===== config.mk =====
export PLATFORM = sky130hd
export DESIGN_NAME = rsfl_top
export DESIGN_NICKNAME = d
export VERILOG_FILES = /design/src/logic/rsfl_pkg.sv /design/src/logic/rsfl_pulse.sv /design/src/logic/rsfl_top.sv
export SDC_FILE = /design/constraint.sdc
export NUM_CORES = 1
export LEC_CHECK = 0
export ABC_CLOCK_PERIOD_IN_PS = 3100
export BUFFER_PORTS_ARGS = -buffer_cell sky130_fd_sc_hd__buf_2
export CAP_MARGIN = 20
export CORE_AREA = 5 5 120 122
export DETAILED_ROUTE_END_ITERATION = 8
export DIE_AREA = 0 0 125 127
export PLACE_DENSITY_LB_ADDON = 0.25
export SETUP_SLACK_MARGIN = 0.05
export SLEW_MARGIN = 10
export SYNTH_ARGS = -nofsm -noshare
export SYNTH_HDL_FRONTEND = slang
export SYNTH_SLANG_ARGS = --single-unit

===== constraint.sdc =====
create_clock -name sys_clk_i -period 3.1 [get_ports sys_clk_i]
set_input_delay 0.465 -clock sys_clk_i [delete_from_list [all_inputs] [get_ports sys_clk_i]]
set_output_delay 0.465 -clock sys_clk_i [all_outputs]
set_load 0.01 [all_outputs]

===== src/logic/rsfl_pkg.sv =====
// Package with register map, field positions, reset values and codes for the reset cause logic
package rsfl_pkg;

    // Register byte addresses on the AXI4-Lite bus
    localparam logic [7:0] ADDR_CAUSE = 8'h00;
    localparam logic [7:0] ADDR_STATUS = 8'h04;
    localparam logic [7:0] ADDR_PROG_CTRL = 8'h08;
    localparam logic [7:0] ADDR_RST_CTRL = 8'h0C;
    localparam logic [7:0] ADDR_LV_SEL = 8'h10;
    localparam logic [7:0] ADDR_IRQ_STAT = 8'h14;
    localparam logic [7:0] ADDR_IRQ_MASK = 8'h18;
    localparam logic [7:0] ADDR_CPU = 8'h1C;

    // Reset cause flag positions
    localparam int BIT_WDG_REG = 0;
    localparam int BIT_LV_REG = 1;
    localparam int BIT_LV_RST = 2;
    localparam int BIT_RST_CTRL = 3;
    localparam logic [3:0] CAUSE_IMPL_MASK = 4'hF;

    // Status flag positions
    localparam int BIT_PDF = 0;
    localparam int BIT_TO = 1;

    // Interrupt event positions
    localparam int EV_RST_CTRL = 0;
    localparam int EV_LV_RST = 1;
    localparam int EV_LV_REG = 2;
    localparam int EV_WDG_REG = 3;
    localparam int EV_WDG_TO = 4;
    localparam int EV_PROG = 5;
    localparam int EV_NUM = 6;

    // Reset values, valid register codes and programming key
    localparam logic [3:0] CAUSE_POR = 4'h0;
    localparam logic [7:0] RST_CTRL_POR = 8'h55;
    localparam logic [7:0] RST_CTRL_PIN = 8'hAA;
    localparam logic [7:0] LV_SEL_POR = 8'h66;
    localparam logic [7:0] LV_SEL_1V9 = 8'h55;
    localparam logic [7:0] LV_SEL_2V55 = 8'h33;
    localparam logic [7:0] LV_SEL_3V15 = 8'h99;
    localparam logic [7:0] LV_SEL_3V8 = 8'hAA;
    localparam logic [7:0] LV_SEL_OFF = 8'hF0;
    localparam logic [7:0] PROG_KEY = 8'h55;
    localparam logic [15:0] PC_ZERO = 16'h0000;
    localparam logic [7:0] SP_ZERO = 8'h00;

    // Length of the reset pulse sent to the core, in cycles
    localparam logic [3:0] RST_PULSE_CYC = 4'h4;

    // AXI response codes
    localparam logic [1:0] RESP_OKAY = 2'h0;
    localparam logic [1:0] RESP_SLVERR = 2'h2;

    // Kinds of reset applied to the core
    typedef enum logic [2:0] {
        RSFL_RST_NONE = 3'b000,
        RSFL_RST_FULL = 3'b001,
        RSFL_RST_WARM = 3'b010,
        RSFL_RST_SLEEP_WDG = 3'b011
    } rsfl_rst_kind_type;

endpackage : rsfl_pkg


===== src/logic/rsfl_pulse.sv =====
// Stretches a reset request into a fixed-length reset pulse for the core
module rsfl_pulse #(
    parameter logic [3:0] LEN = rsfl_pkg::RST_PULSE_CYC
) (
    input wire logic sys_clk_i,
    input wire logic arst_n_i,
    input wire logic start_i,
    output logic busy_o
);
    typedef struct packed {
        logic [3:0] cnt;
    } rsfl_pulse_state_type;

    rsfl_pulse_state_type s_q;
    rsfl_pulse_state_type s_d;

    always_comb begin
        s_d = s_q;
        if (start_i) begin
            s_d.cnt = LEN;
        end else if (s_q.cnt != 4'h0) begin
            s_d.cnt = s_q.cnt - 4'h1;
        end
    end

    always_ff @(posedge sys_clk_i or negedge arst_n_i) begin
        if (!arst_n_i) begin
            s_q <= '0;
        end else begin
            s_q <= s_d;
        end
    end

    assign busy_o = (s_q.cnt != 4'h0);
endmodule : rsfl_pulse


===== src/logic/rsfl_top.sv =====
// Reset cause flags, reset request logic and AXI4-Lite register slave
// Functional notes
// - Bits 7 to 4 of the reset cause register read as zero and ignore writes.
// - A valid low-supply event sets the low-voltage reset flag.
// - An undefined low-voltage select value causes a reset and sets the low-voltage-register flag.
// - Each reset flag stays set until software writes zero to it; no hardware event clears it.
// - A reset from the internal reset control register sets the reset-control flag.
// - Writing the key into the programming control register resets the whole device.
// - A watchdog timeout while running resets the device and sets the timeout flag.
// - A watchdog timeout in sleep or idle keeps most register contents.
// - A watchdog timeout in sleep or idle clears program counter and stack pointer.
// - A watchdog timeout in sleep or idle sets both timeout and power-down flags.
//
// The implementer's own choices: the register offsets and register access over AXI4-Lite.
module rsfl_top (
    input wire logic sys_clk_i,
    input wire logic arst_n_i,
    input wire logic low_voltage_reset_i,
    input wire logic wdg_timeout_i,
    input wire logic wdg_reg_fault_i,
    input wire logic sleep_i,
    input wire logic [7:0] s_axi_awaddr,
    input wire logic s_axi_awvalid,
    output logic s_axi_awready,
    input wire logic [31:0] s_axi_wdata,
    input wire logic [3:0] s_axi_wstrb,
    input wire logic s_axi_wvalid,
    output logic s_axi_wready,
    output logic [1:0] s_axi_bresp,
    output logic s_axi_bvalid,
    input wire logic s_axi_bready,
    input wire logic [7:0] s_axi_araddr,
    input wire logic s_axi_arvalid,
    output logic s_axi_arready,
    output logic [31:0] s_axi_rdata,
    output logic [1:0] s_axi_rresp,
    output logic s_axi_rvalid,
    input wire logic s_axi_rready,
    output logic core_rst_o,
    output logic [2:0] core_rst_kind_o,
    output logic pc_sp_clear_o,
    output logic irq_o
);
    localparam int EV_NUM_W = rsfl_pkg::EV_NUM;

    typedef struct packed {
        logic aw_got;
        logic [7:0] aw_addr;
        logic w_got;
        logic [31:0] w_data;
        logic [3:0] w_strb;
        logic bvalid;
        logic [1:0] bresp;
        logic rvalid;
        logic [31:0] rdata;
        logic [1:0] rresp;
        logic [3:0] cause;
        logic [1:0] status;
        logic [7:0] rst_ctrl;
        logic [7:0] lv_sel;
        logic [7:0] prog_ctrl;
        logic [EV_NUM_W-1:0] irq_stat;
        logic [EV_NUM_W-1:0] irq_mask;
        logic [2:0] rst_kind;
        logic pc_sp_clear;
        logic [15:0] pc;
        logic [7:0] sp;
    } rsfl_state_type;

    rsfl_state_type s_q;
    rsfl_state_type s_d;
    logic pulse_busy;
    logic rst_start;

    function automatic logic lv_sel_valid(input logic [7:0] v);
        lv_sel_valid = (v == rsfl_pkg::LV_SEL_POR) || (v == rsfl_pkg::LV_SEL_1V9) ||
            (v == rsfl_pkg::LV_SEL_2V55) || (v == rsfl_pkg::LV_SEL_3V15) ||
            (v == rsfl_pkg::LV_SEL_3V8) || (v == rsfl_pkg::LV_SEL_OFF);
    endfunction : lv_sel_valid

    function automatic logic rst_ctrl_valid(input logic [7:0] v);
        rst_ctrl_valid = (v == rsfl_pkg::RST_CTRL_POR) || (v == rsfl_pkg::RST_CTRL_PIN);
    endfunction : rst_ctrl_valid

    function automatic logic [7:0] merge_byte(input logic [7:0] old, input logic [31:0] d, input logic [3:0] st);
        merge_byte = st[0] ? d[7:0] : old;
    endfunction : merge_byte

    always_comb begin
        logic wr_fire;
        logic [EV_NUM_W-1:0] ev;
        logic [7:0] wb;
        wr_fire = 1'b0;
        ev = '0;
        wb = 8'h00;
        s_d = s_q;
        rst_start = 1'b0;

        // Write channel capture, in either order
        if (s_axi_awvalid && !s_q.aw_got) begin
            s_d.aw_got = 1'b1;
            s_d.aw_addr = s_axi_awaddr;
        end
        if (s_axi_wvalid && !s_q.w_got) begin
            s_d.w_got = 1'b1;
            s_d.w_data = s_axi_wdata;
            s_d.w_strb = s_axi_wstrb;
        end
        if (s_q.bvalid && s_axi_bready) begin
            s_d.bvalid = 1'b0;
        end

        // Register write
        if (s_q.aw_got && s_q.w_got && !s_q.bvalid) begin
            wr_fire = 1'b1;
            s_d.aw_got = 1'b0;
            s_d.w_got = 1'b0;
            s_d.bvalid = 1'b1;
            s_d.bresp = rsfl_pkg::RESP_OKAY;
            wb = s_q.w_data[7:0];
            case (s_q.aw_addr)
                rsfl_pkg::ADDR_CAUSE: begin
                    if (s_q.w_strb[0]) begin
                        s_d.cause = s_q.cause & wb[3:0];
                    end
                end
                rsfl_pkg::ADDR_STATUS: begin
                    if (s_q.w_strb[0]) begin
                        s_d.status = wb[1:0];
                    end
                end
                rsfl_pkg::ADDR_PROG_CTRL: begin
                    s_d.prog_ctrl = merge_byte(s_q.prog_ctrl, s_q.w_data, s_q.w_strb);
                end
                rsfl_pkg::ADDR_RST_CTRL: begin
                    s_d.rst_ctrl = merge_byte(s_q.rst_ctrl, s_q.w_data, s_q.w_strb);
                end
                rsfl_pkg::ADDR_LV_SEL: begin
                    s_d.lv_sel = merge_byte(s_q.lv_sel, s_q.w_data, s_q.w_strb);
                end
                rsfl_pkg::ADDR_IRQ_STAT: begin
                    if (s_q.w_strb[0]) begin
                        s_d.irq_stat = s_q.irq_stat & ~wb[EV_NUM_W-1:0];
                    end
                end
                rsfl_pkg::ADDR_IRQ_MASK: begin
                    if (s_q.w_strb[0]) begin
                        s_d.irq_mask = wb[EV_NUM_W-1:0];
                    end
                end
                rsfl_pkg::ADDR_CPU: begin
                end
                default: begin
                    s_d.bresp = rsfl_pkg::RESP_SLVERR;
                end
            endcase
        end

        // Register read
        if (s_q.rvalid && s_axi_rready) begin
            s_d.rvalid = 1'b0;
        end
        if (s_axi_arvalid && !s_q.rvalid) begin
            s_d.rvalid = 1'b1;
            s_d.rresp = rsfl_pkg::RESP_OKAY;
            s_d.rdata = 32'h0000_0000;
            case (s_axi_araddr)
                rsfl_pkg::ADDR_CAUSE: s_d.rdata = {28'h0000000, s_q.cause};
                rsfl_pkg::ADDR_STATUS: s_d.rdata = {30'h00000000, s_q.status};
                rsfl_pkg::ADDR_PROG_CTRL: s_d.rdata = {24'h000000, s_q.prog_ctrl};
                rsfl_pkg::ADDR_RST_CTRL: s_d.rdata = {24'h000000, s_q.rst_ctrl};
                rsfl_pkg::ADDR_LV_SEL: s_d.rdata = {24'h000000, s_q.lv_sel};
                rsfl_pkg::ADDR_IRQ_STAT: s_d.rdata = {26'h0000000, s_q.irq_stat};
                rsfl_pkg::ADDR_IRQ_MASK: s_d.rdata = {26'h0000000, s_q.irq_mask};
                rsfl_pkg::ADDR_CPU: s_d.rdata = {8'h00, s_q.sp, s_q.pc};
                default: s_d.rresp = rsfl_pkg::RESP_SLVERR;
            endcase
        end

        // Reset sources: register settings checked on registered values, input events sampled directly; ignored while a reset pulse is running
        s_d.pc_sp_clear = 1'b0;
        if (!pulse_busy) begin
            s_d.rst_kind = rsfl_pkg::RSFL_RST_NONE;
            if (s_q.prog_ctrl == rsfl_pkg::PROG_KEY) begin
                ev[rsfl_pkg::EV_PROG] = 1'b1;
                s_d.rst_kind = rsfl_pkg::RSFL_RST_FULL;
            end else if (wdg_timeout_i && sleep_i) begin
                ev[rsfl_pkg::EV_WDG_TO] = 1'b1;
                s_d.rst_kind = rsfl_pkg::RSFL_RST_SLEEP_WDG;
                s_d.status[rsfl_pkg::BIT_TO] = 1'b1;
                s_d.status[rsfl_pkg::BIT_PDF] = 1'b1;
                s_d.pc = rsfl_pkg::PC_ZERO;
                s_d.sp = rsfl_pkg::SP_ZERO;
                s_d.pc_sp_clear = 1'b1;
            end else if (wdg_timeout_i) begin
                ev[rsfl_pkg::EV_WDG_TO] = 1'b1;
                s_d.rst_kind = rsfl_pkg::RSFL_RST_WARM;
                s_d.status[rsfl_pkg::BIT_TO] = 1'b1;
                s_d.pc = rsfl_pkg::PC_ZERO;
                s_d.sp = rsfl_pkg::SP_ZERO;
            end else if (!rst_ctrl_valid(s_q.rst_ctrl)) begin
                ev[rsfl_pkg::EV_RST_CTRL] = 1'b1;
                s_d.rst_kind = rsfl_pkg::RSFL_RST_WARM;
                s_d.cause[rsfl_pkg::BIT_RST_CTRL] = 1'b1;
            end else if (!lv_sel_valid(s_q.lv_sel)) begin
                ev[rsfl_pkg::EV_LV_REG] = 1'b1;
                s_d.rst_kind = rsfl_pkg::RSFL_RST_WARM;
                s_d.cause[rsfl_pkg::BIT_LV_REG] = 1'b1;
            end else if (low_voltage_reset_i && !sleep_i && s_q.lv_sel != rsfl_pkg::LV_SEL_OFF) begin
                ev[rsfl_pkg::EV_LV_RST] = 1'b1;
                s_d.rst_kind = rsfl_pkg::RSFL_RST_WARM;
                s_d.cause[rsfl_pkg::BIT_LV_RST] = 1'b1;
            end else if (wdg_reg_fault_i) begin
                ev[rsfl_pkg::EV_WDG_REG] = 1'b1;
                s_d.rst_kind = rsfl_pkg::RSFL_RST_WARM;
                s_d.cause[rsfl_pkg::BIT_WDG_REG] = 1'b1;
            end
            if (s_d.rst_kind != rsfl_pkg::RSFL_RST_NONE) begin
                rst_start = 1'b1;
                if (s_d.rst_kind != rsfl_pkg::RSFL_RST_SLEEP_WDG) begin
                    // Control registers return to power-on values; kept on sleep timeout
                    s_d.rst_ctrl = rsfl_pkg::RST_CTRL_POR;
                    s_d.lv_sel = rsfl_pkg::LV_SEL_POR;
                    s_d.prog_ctrl = 8'h00;
                    s_d.irq_mask = '0;
                end
                if (s_d.rst_kind == rsfl_pkg::RSFL_RST_FULL) begin
                    s_d.pc = rsfl_pkg::PC_ZERO;
                    s_d.sp = rsfl_pkg::SP_ZERO;
                end
            end
        end

        // Sticky interrupt status; the event wins over a same-cycle clear
        s_d.irq_stat = s_d.irq_stat | ev;
        if (wr_fire) begin
            s_d.w_strb = s_d.w_strb;
        end
    end

    always_ff @(posedge sys_clk_i or negedge arst_n_i) begin
        if (!arst_n_i) begin
            s_q <= '0;
            s_q.cause <= rsfl_pkg::CAUSE_POR;
            s_q.rst_ctrl <= rsfl_pkg::RST_CTRL_POR;
            s_q.lv_sel <= rsfl_pkg::LV_SEL_POR;
            s_q.rst_kind <= rsfl_pkg::RSFL_RST_NONE;
        end else begin
            s_q <= s_d;
        end
    end

    rsfl_pulse #(
        .LEN(rsfl_pkg::RST_PULSE_CYC)
    ) u_pulse (
        .sys_clk_i(sys_clk_i),
        .arst_n_i(arst_n_i),
        .start_i(rst_start),
        .busy_o(pulse_busy)
    );

    assign s_axi_awready = !s_q.aw_got;
    assign s_axi_wready = !s_q.w_got;
    assign s_axi_bvalid = s_q.bvalid;
    assign s_axi_bresp = s_q.bresp;
    assign s_axi_arready = !s_q.rvalid;
    assign s_axi_rvalid = s_q.rvalid;
    assign s_axi_rdata = s_q.rdata;
    assign s_axi_rresp = s_q.rresp;
    assign core_rst_o = pulse_busy;
    assign core_rst_kind_o = s_q.rst_kind;
    assign pc_sp_clear_o = s_q.pc_sp_clear;
    assign irq_o = |(s_q.irq_stat & s_q.irq_mask);
endmodule : rsfl_top


-- Word-level counts from Yosys, hierarchy flattened
Index checks and enable logic that the tools add are counted.
- register bits: 158
- input port bits: 63
- output and inout bits: 47
- logic and storage cells: 166
- $add $sub $neg: 1
- eq/ne operators: 26
- multiplexer cells: 79
- bitwise gates (word level): 5
- reduce and logical (&&, ||, !) cells: 33
- operator list (operator ; count):
    24-bit one-hot mux with 8 select lines ; 1
    24-bit 2-to-1 mux ; 6
    8-bit by 5-bit equality test with 1-bit output, second input constant ; 8
    6-bit 2-to-1 mux ; 8
    8-bit 2-to-1 mux ; 6
    42-bit 2-to-1 mux ; 1
    37-bit 2-to-1 mux ; 1
    35-bit 2-to-1 mux ; 1
    34-bit 2-to-1 mux ; 1
    8-bit by 4-bit equality test with 1-bit output, second input constant ; 4
    8-bit by 7-bit equality test with 1-bit output, second input constant ; 4
    8-bit equality test, second input constant ; 4
    4-bit 2-to-1 mux ; 8
    30-bit 2-to-1 mux ; 1
    1-bit 2-to-1 mux ; 27
    25-bit 2-to-1 mux ; 1
    2-bit 2-to-1 mux ; 10
    8-bit by 3-bit equality test with 1-bit output, second input constant ; 2
    8-bit logical NOT ; 2
    8-bit OR reduction ; 2
    3-bit 2-to-1 mux ; 5
    6-bit bitwise AND ; 2
    1-bit logical AND ; 10
    2-bit nonzero test ; 5
    15 further kinds ; 24

-- Longest topological paths before layout
- word-level depth: 16
- gate-level depth with buffers: 9
- depth with buffers taken out: 8

-- Cells and area by module
From an unflattened synthesis, not the netlist that was laid out.
- cell total of the unflattened synthesis: 505
- area total of the unflattened synthesis: 5625.4 sq um
- modules (own cells, without submodules) (module ; times used ; cells an instance ; area each (sq um) ; seq. area each (sq um)):
    rsfl_top ; 1 ; 481 ; 5372.7 ; 2912.8
    rsfl_pulse ; 1 ; 24 ; 252.7 ; 100.1

-- Least setup slack after synthesis
No wires, ideal clock.
- path type: register -> register
- from: register u_pulse.s_q[0] in the netlist's numbering
- to: register s_q[28] in the netlist's numbering
- setup time: 0.120 ns
- data arrival time: 1.766 ns
- setup slack: 1.214 ns
- stages on the path, launching flop included: 10
- buffers on the path: 1
- clock period less this slack: 1.886 ns
- cells stage by stage: dfrtp_1 inv_1 ha_1 nor3b_4 inv_2 nor3_4 a21oi_1 a31oi_4 buf_4 nor2_1
- RTL lines (item ; line ; text):
    start: declaration ; rsfl_pulse.sv:14 ; rsfl_pulse_state_type s_q;
    start signal: assignment ; rsfl_pulse.sv:28 ; s_q <= '0;
    start signal: assignment ; rsfl_pulse.sv:30 ; s_q <= s_d;
    end: declaration ; rsfl_top.sv:70 ; rsfl_state_type s_q;

==> flow_metrics.py <==
metrics = {
    "flow_run": {
        "drv_cap": 0,
    },
    "finish": {
        "nNetsFinal": 604,
        "final_common_cell": "dfrtp_1",
        "final_area_sq_um": 6490,
        "diodes": 0,
        "drive_gt1_share_pct": 28.0,
        "area.growth.synth_to_final_pct": 15.4,
        "fillCellCount": 1182,
        "layout_common_cells": "dfrtp_1, buf_2, nor2_1, nand2_1, nor2b_1",
    },
    "global_route": {
        "use_met1_pct": 20.7,
        "grt_max_degree": 56,
        "grt_pass1_wl_mm": 20.2,
        "grt_use_total_pct": 16.0,
        "grt-busiest-layer": "met2",
        "met2_usage_pct": 24.1,
        "antenna_found_initial": 1,
        "grt_pass1_vias": 3898,
        "grt_overflow_total": 0,
        "grtUsageMet3_pct": 6.59,
    },
    "logic_synthesis": {
        "ys_async_sr_fraction_pct": 100,
        "ys_ff_latch": 120,
        "synth_area_per_cell_sq_um": 11.4,
        "synth_cell_types": 54,
        "ys.flop_type": "dfrtp_1",
        "synth_area_sq_um": 5620,
        "synth_seq_area_share_pct": 53.6,
        "ys_warn_count": 0,
        "synthCells": 494,
        "synth_edf_count": 0,
    },
    "setup_path": {
        "end_kind": "register",
        "worst_ep_arrival_time_ns": 2.61,
        "crit_type": "register to register",
        "ff2ff_path_depth": 9,
        "cp-start-kind": "register",
        "crit_required_ns": 3.39,
        "path_max_fanout": 30,
    },
    "power": {
        "p_leak_uw": 0.00317,
        "irDropWorstVdd_uv": 574,
        "pwr_density_cell_nw_per_um2": 879,
    },
    "die": {
        "die_area_sq_um": 15900,
        "die_h_microns": 127,
        "initial_utilization_pct": 43.0,
        "coreArea_sq_um": 13100,
        "io_pins": 110,
        "die_x_microns": 125,
        "fp-row-count": 42,
    },
    "clocking": {
        "cts_setup_buffers": 0,
        "clkTransAtPathRegs_ns": 0.05,
        "clkSinkCount": 120,
        "cts-htree-levels": 4,
        "clockBufferDepth": 2,
        "clk_latency_ns": 0.42,
        "cts_tree": "done",
        "cts_hold_buf": 0,
        "cts_resized": 0,
        "clockRootBuffer": "clkbuf_16",
        "cts_made_buffers": 17,
    },
    "timing": {
        "slew_viol_final": 0,
        "fin_crit_sh_pct": 74.7,
        "rsz0062_at_grt": "no",
        "setup_viol": 0,
        "fin_crit_ns": 2.32,
        "clock_skew_ns": 0.00480,
        "slew_headroom_pct": 47.8,
        "hold_viol": 0,
        "tightest_slew_ns": 0.782,
        "max_freq_mhz": 432,
        "setup_tns_ns": 0,
    },
    "route": {
        "via_count": 3818,
        "drtIter0Drc": 200,
        "wire_per_inst_microns": 16.6,
        "drt-pass1-iter-count": 4,
        "avgViaCountPerCell": 5.24,
        "drt-total-wl_mm": 12.1,
        "drc": 0,
        "ant_nets": 0,
    },
    "place": {
        "placed_area_sq_um": 5890,
        "io_buffers": 71,
        "gp_congestion": 0.863,
        "hpwlAfterDp_mm": 8.59,
    },
    "status": {
        "outcome": "finished clean",
    },
    "min_path": {
        "hp-class": "input port to asynchronous set/reset pin",
    },
}
==> power breakdown <==
part | leakage [uW] | total, uW | switching, uW | internal (uW)
sequential | 0.00152 | 2410 | 435 | 1980
combinational | 0.00137 | 1350 | 705 | 644
clock | 0.000278 | 1940 | 712 | 1230
total | 0.00317 | 5700 | 1850 | 3850
==> synthesized netlist by cell type (3+ instances only) <==
library cell | number | area, sq um
nor2b_1 | 34 | 213
and4bb_2 | 6 | 75.1
a211o_1 | 9 | 78.8
dfrtp_1 | 112 | 2800
nor3_1 | 5 | 25.0
buf_4 | 43 | 323
buf_2 | 5 | 25.0
o21ai_0 | 23 | 115
clkbuf_1 | 6 | 22.5
mux2i_1 | 28 | 280
nand4_1 | 4 | 25.0
mux2_2 | 19 | 214
buf_1 | 4 | 15.0
nand2_1 | 39 | 146
a22o_1 | 19 | 166
nor2_1 | 43 | 161
a22oi_1 | 8 | 60.1
inv_1 | 11 | 41.3
a21oi_1 | 8 | 40.0
dfstp_2 | 8 | 210
mux4_2 | 5 | 113
a21o_1 | 3 | 22.5
nand3_1 | 6 | 30.0
nor4bb_1 | 4 | 40.0
==> state kept, by name (all words and copies together) (netlist names) <==
| signal | count |
|---|---|
| core_rst_kind_o | 2 |
| pc_sp_clear_o | 1 |
| s_axi_bresp | 1 |
| s_axi_bvalid | 1 |
| s_axi_rdata | 24 |
| s_axi_rresp | 1 |
| s_axi_rvalid | 1 |
| s_q | 85 |
| u_pulse.s_q | 4 |
==> routing by layer <==
metal / up-vias / part of all wire [%]
li1: 1793 / -
met1: 1884 / 45
met2: 122 / 46
met3: 17 / 7.8
met4: 2 / 1.3
met5: - / 0.058
==> final timing paths <==
path	startpoint	to	slack, ns
max	u_pulse.s_q[0]$_DFFE_PN0P_	s_q[44]$_DFF_PN0_	0.78
min	arst_n_i	s_axi_rvalid$_DFFE_PN0P_	0.09
max reg2reg	u_pulse.s_q[0]$_DFFE_PN0P_	s_q[44]$_DFF_PN0_	0.78
min reg2reg	s_axi_rdata[6]$_DFFE_PN0P_	s_axi_rdata[6]$_DFFE_PN0P_	0.48
max in group asynchronous	arst_n_i	pc_sp_clear_o$_DFF_PN0_	2.24
min in group sys_clk_i	s_axi_bready	s_axi_bvalid$_DFFE_PN0P_	0.22
==> logic make-up (layout without fill, tap and decap cells) <==
family,after synthesis,after routing,synth area share (%)
adder cells (fa/ha/maj),1,1,0.223
flip-flops,120,120,53.6
AO/OA/AOI/OAI,85,85,11.0
other,1,11,0.0667
XOR/XNOR,1,1,0.156
buffers and inverters,71,120,7.86
multiplexers,52,52,10.8
AND/OR/NAND/NOR,163,163,16.4
==> worst max-delay path: stages, from the launching register on <==
cell and delay (ns):
dfrtp_1 0.40, inv_1 0.06, ha_1 0.20, nor3b_4 0.32, inv_2 0.16, nor3_4 0.29
a21oi_1 0.12, a31oi_4 0.18, buf_4 0.34, nor2_1 0.10
==> per-stage QoR <==
step                      hold WS (ns)  worst slack [ns]  instances  power [uW]  util (%)
final                           0.0901             0.784        729        5700      49.6
after global routing             0.151             0.646        729        6040      49.6
after CTS                        0.106             0.785        729        5760      49.6
after detailed placement         0.468             0.793        697        3780      45.0
after global placement           0.457             0.823        697        3720      45.0
after floorplan                  0.169              1.21        504        3340         -
==> cell type report <==
class / instances / area (sq um) / share of cell area (%)
clock buffer: 19 / 453 / 6.98
clock inverter: 13 / 146 / 2.26
inverter: 12 / 45.0 / 0.694
multi-input combinational: 313 / 2200 / 34.0
sequential: 120 / 3010 / 46.4
tap: 176 / 220 / 3.39
timing repair buffer: 76 / 408 / 6.28
No activity file was read; power rests on OpenSTA's default activity.
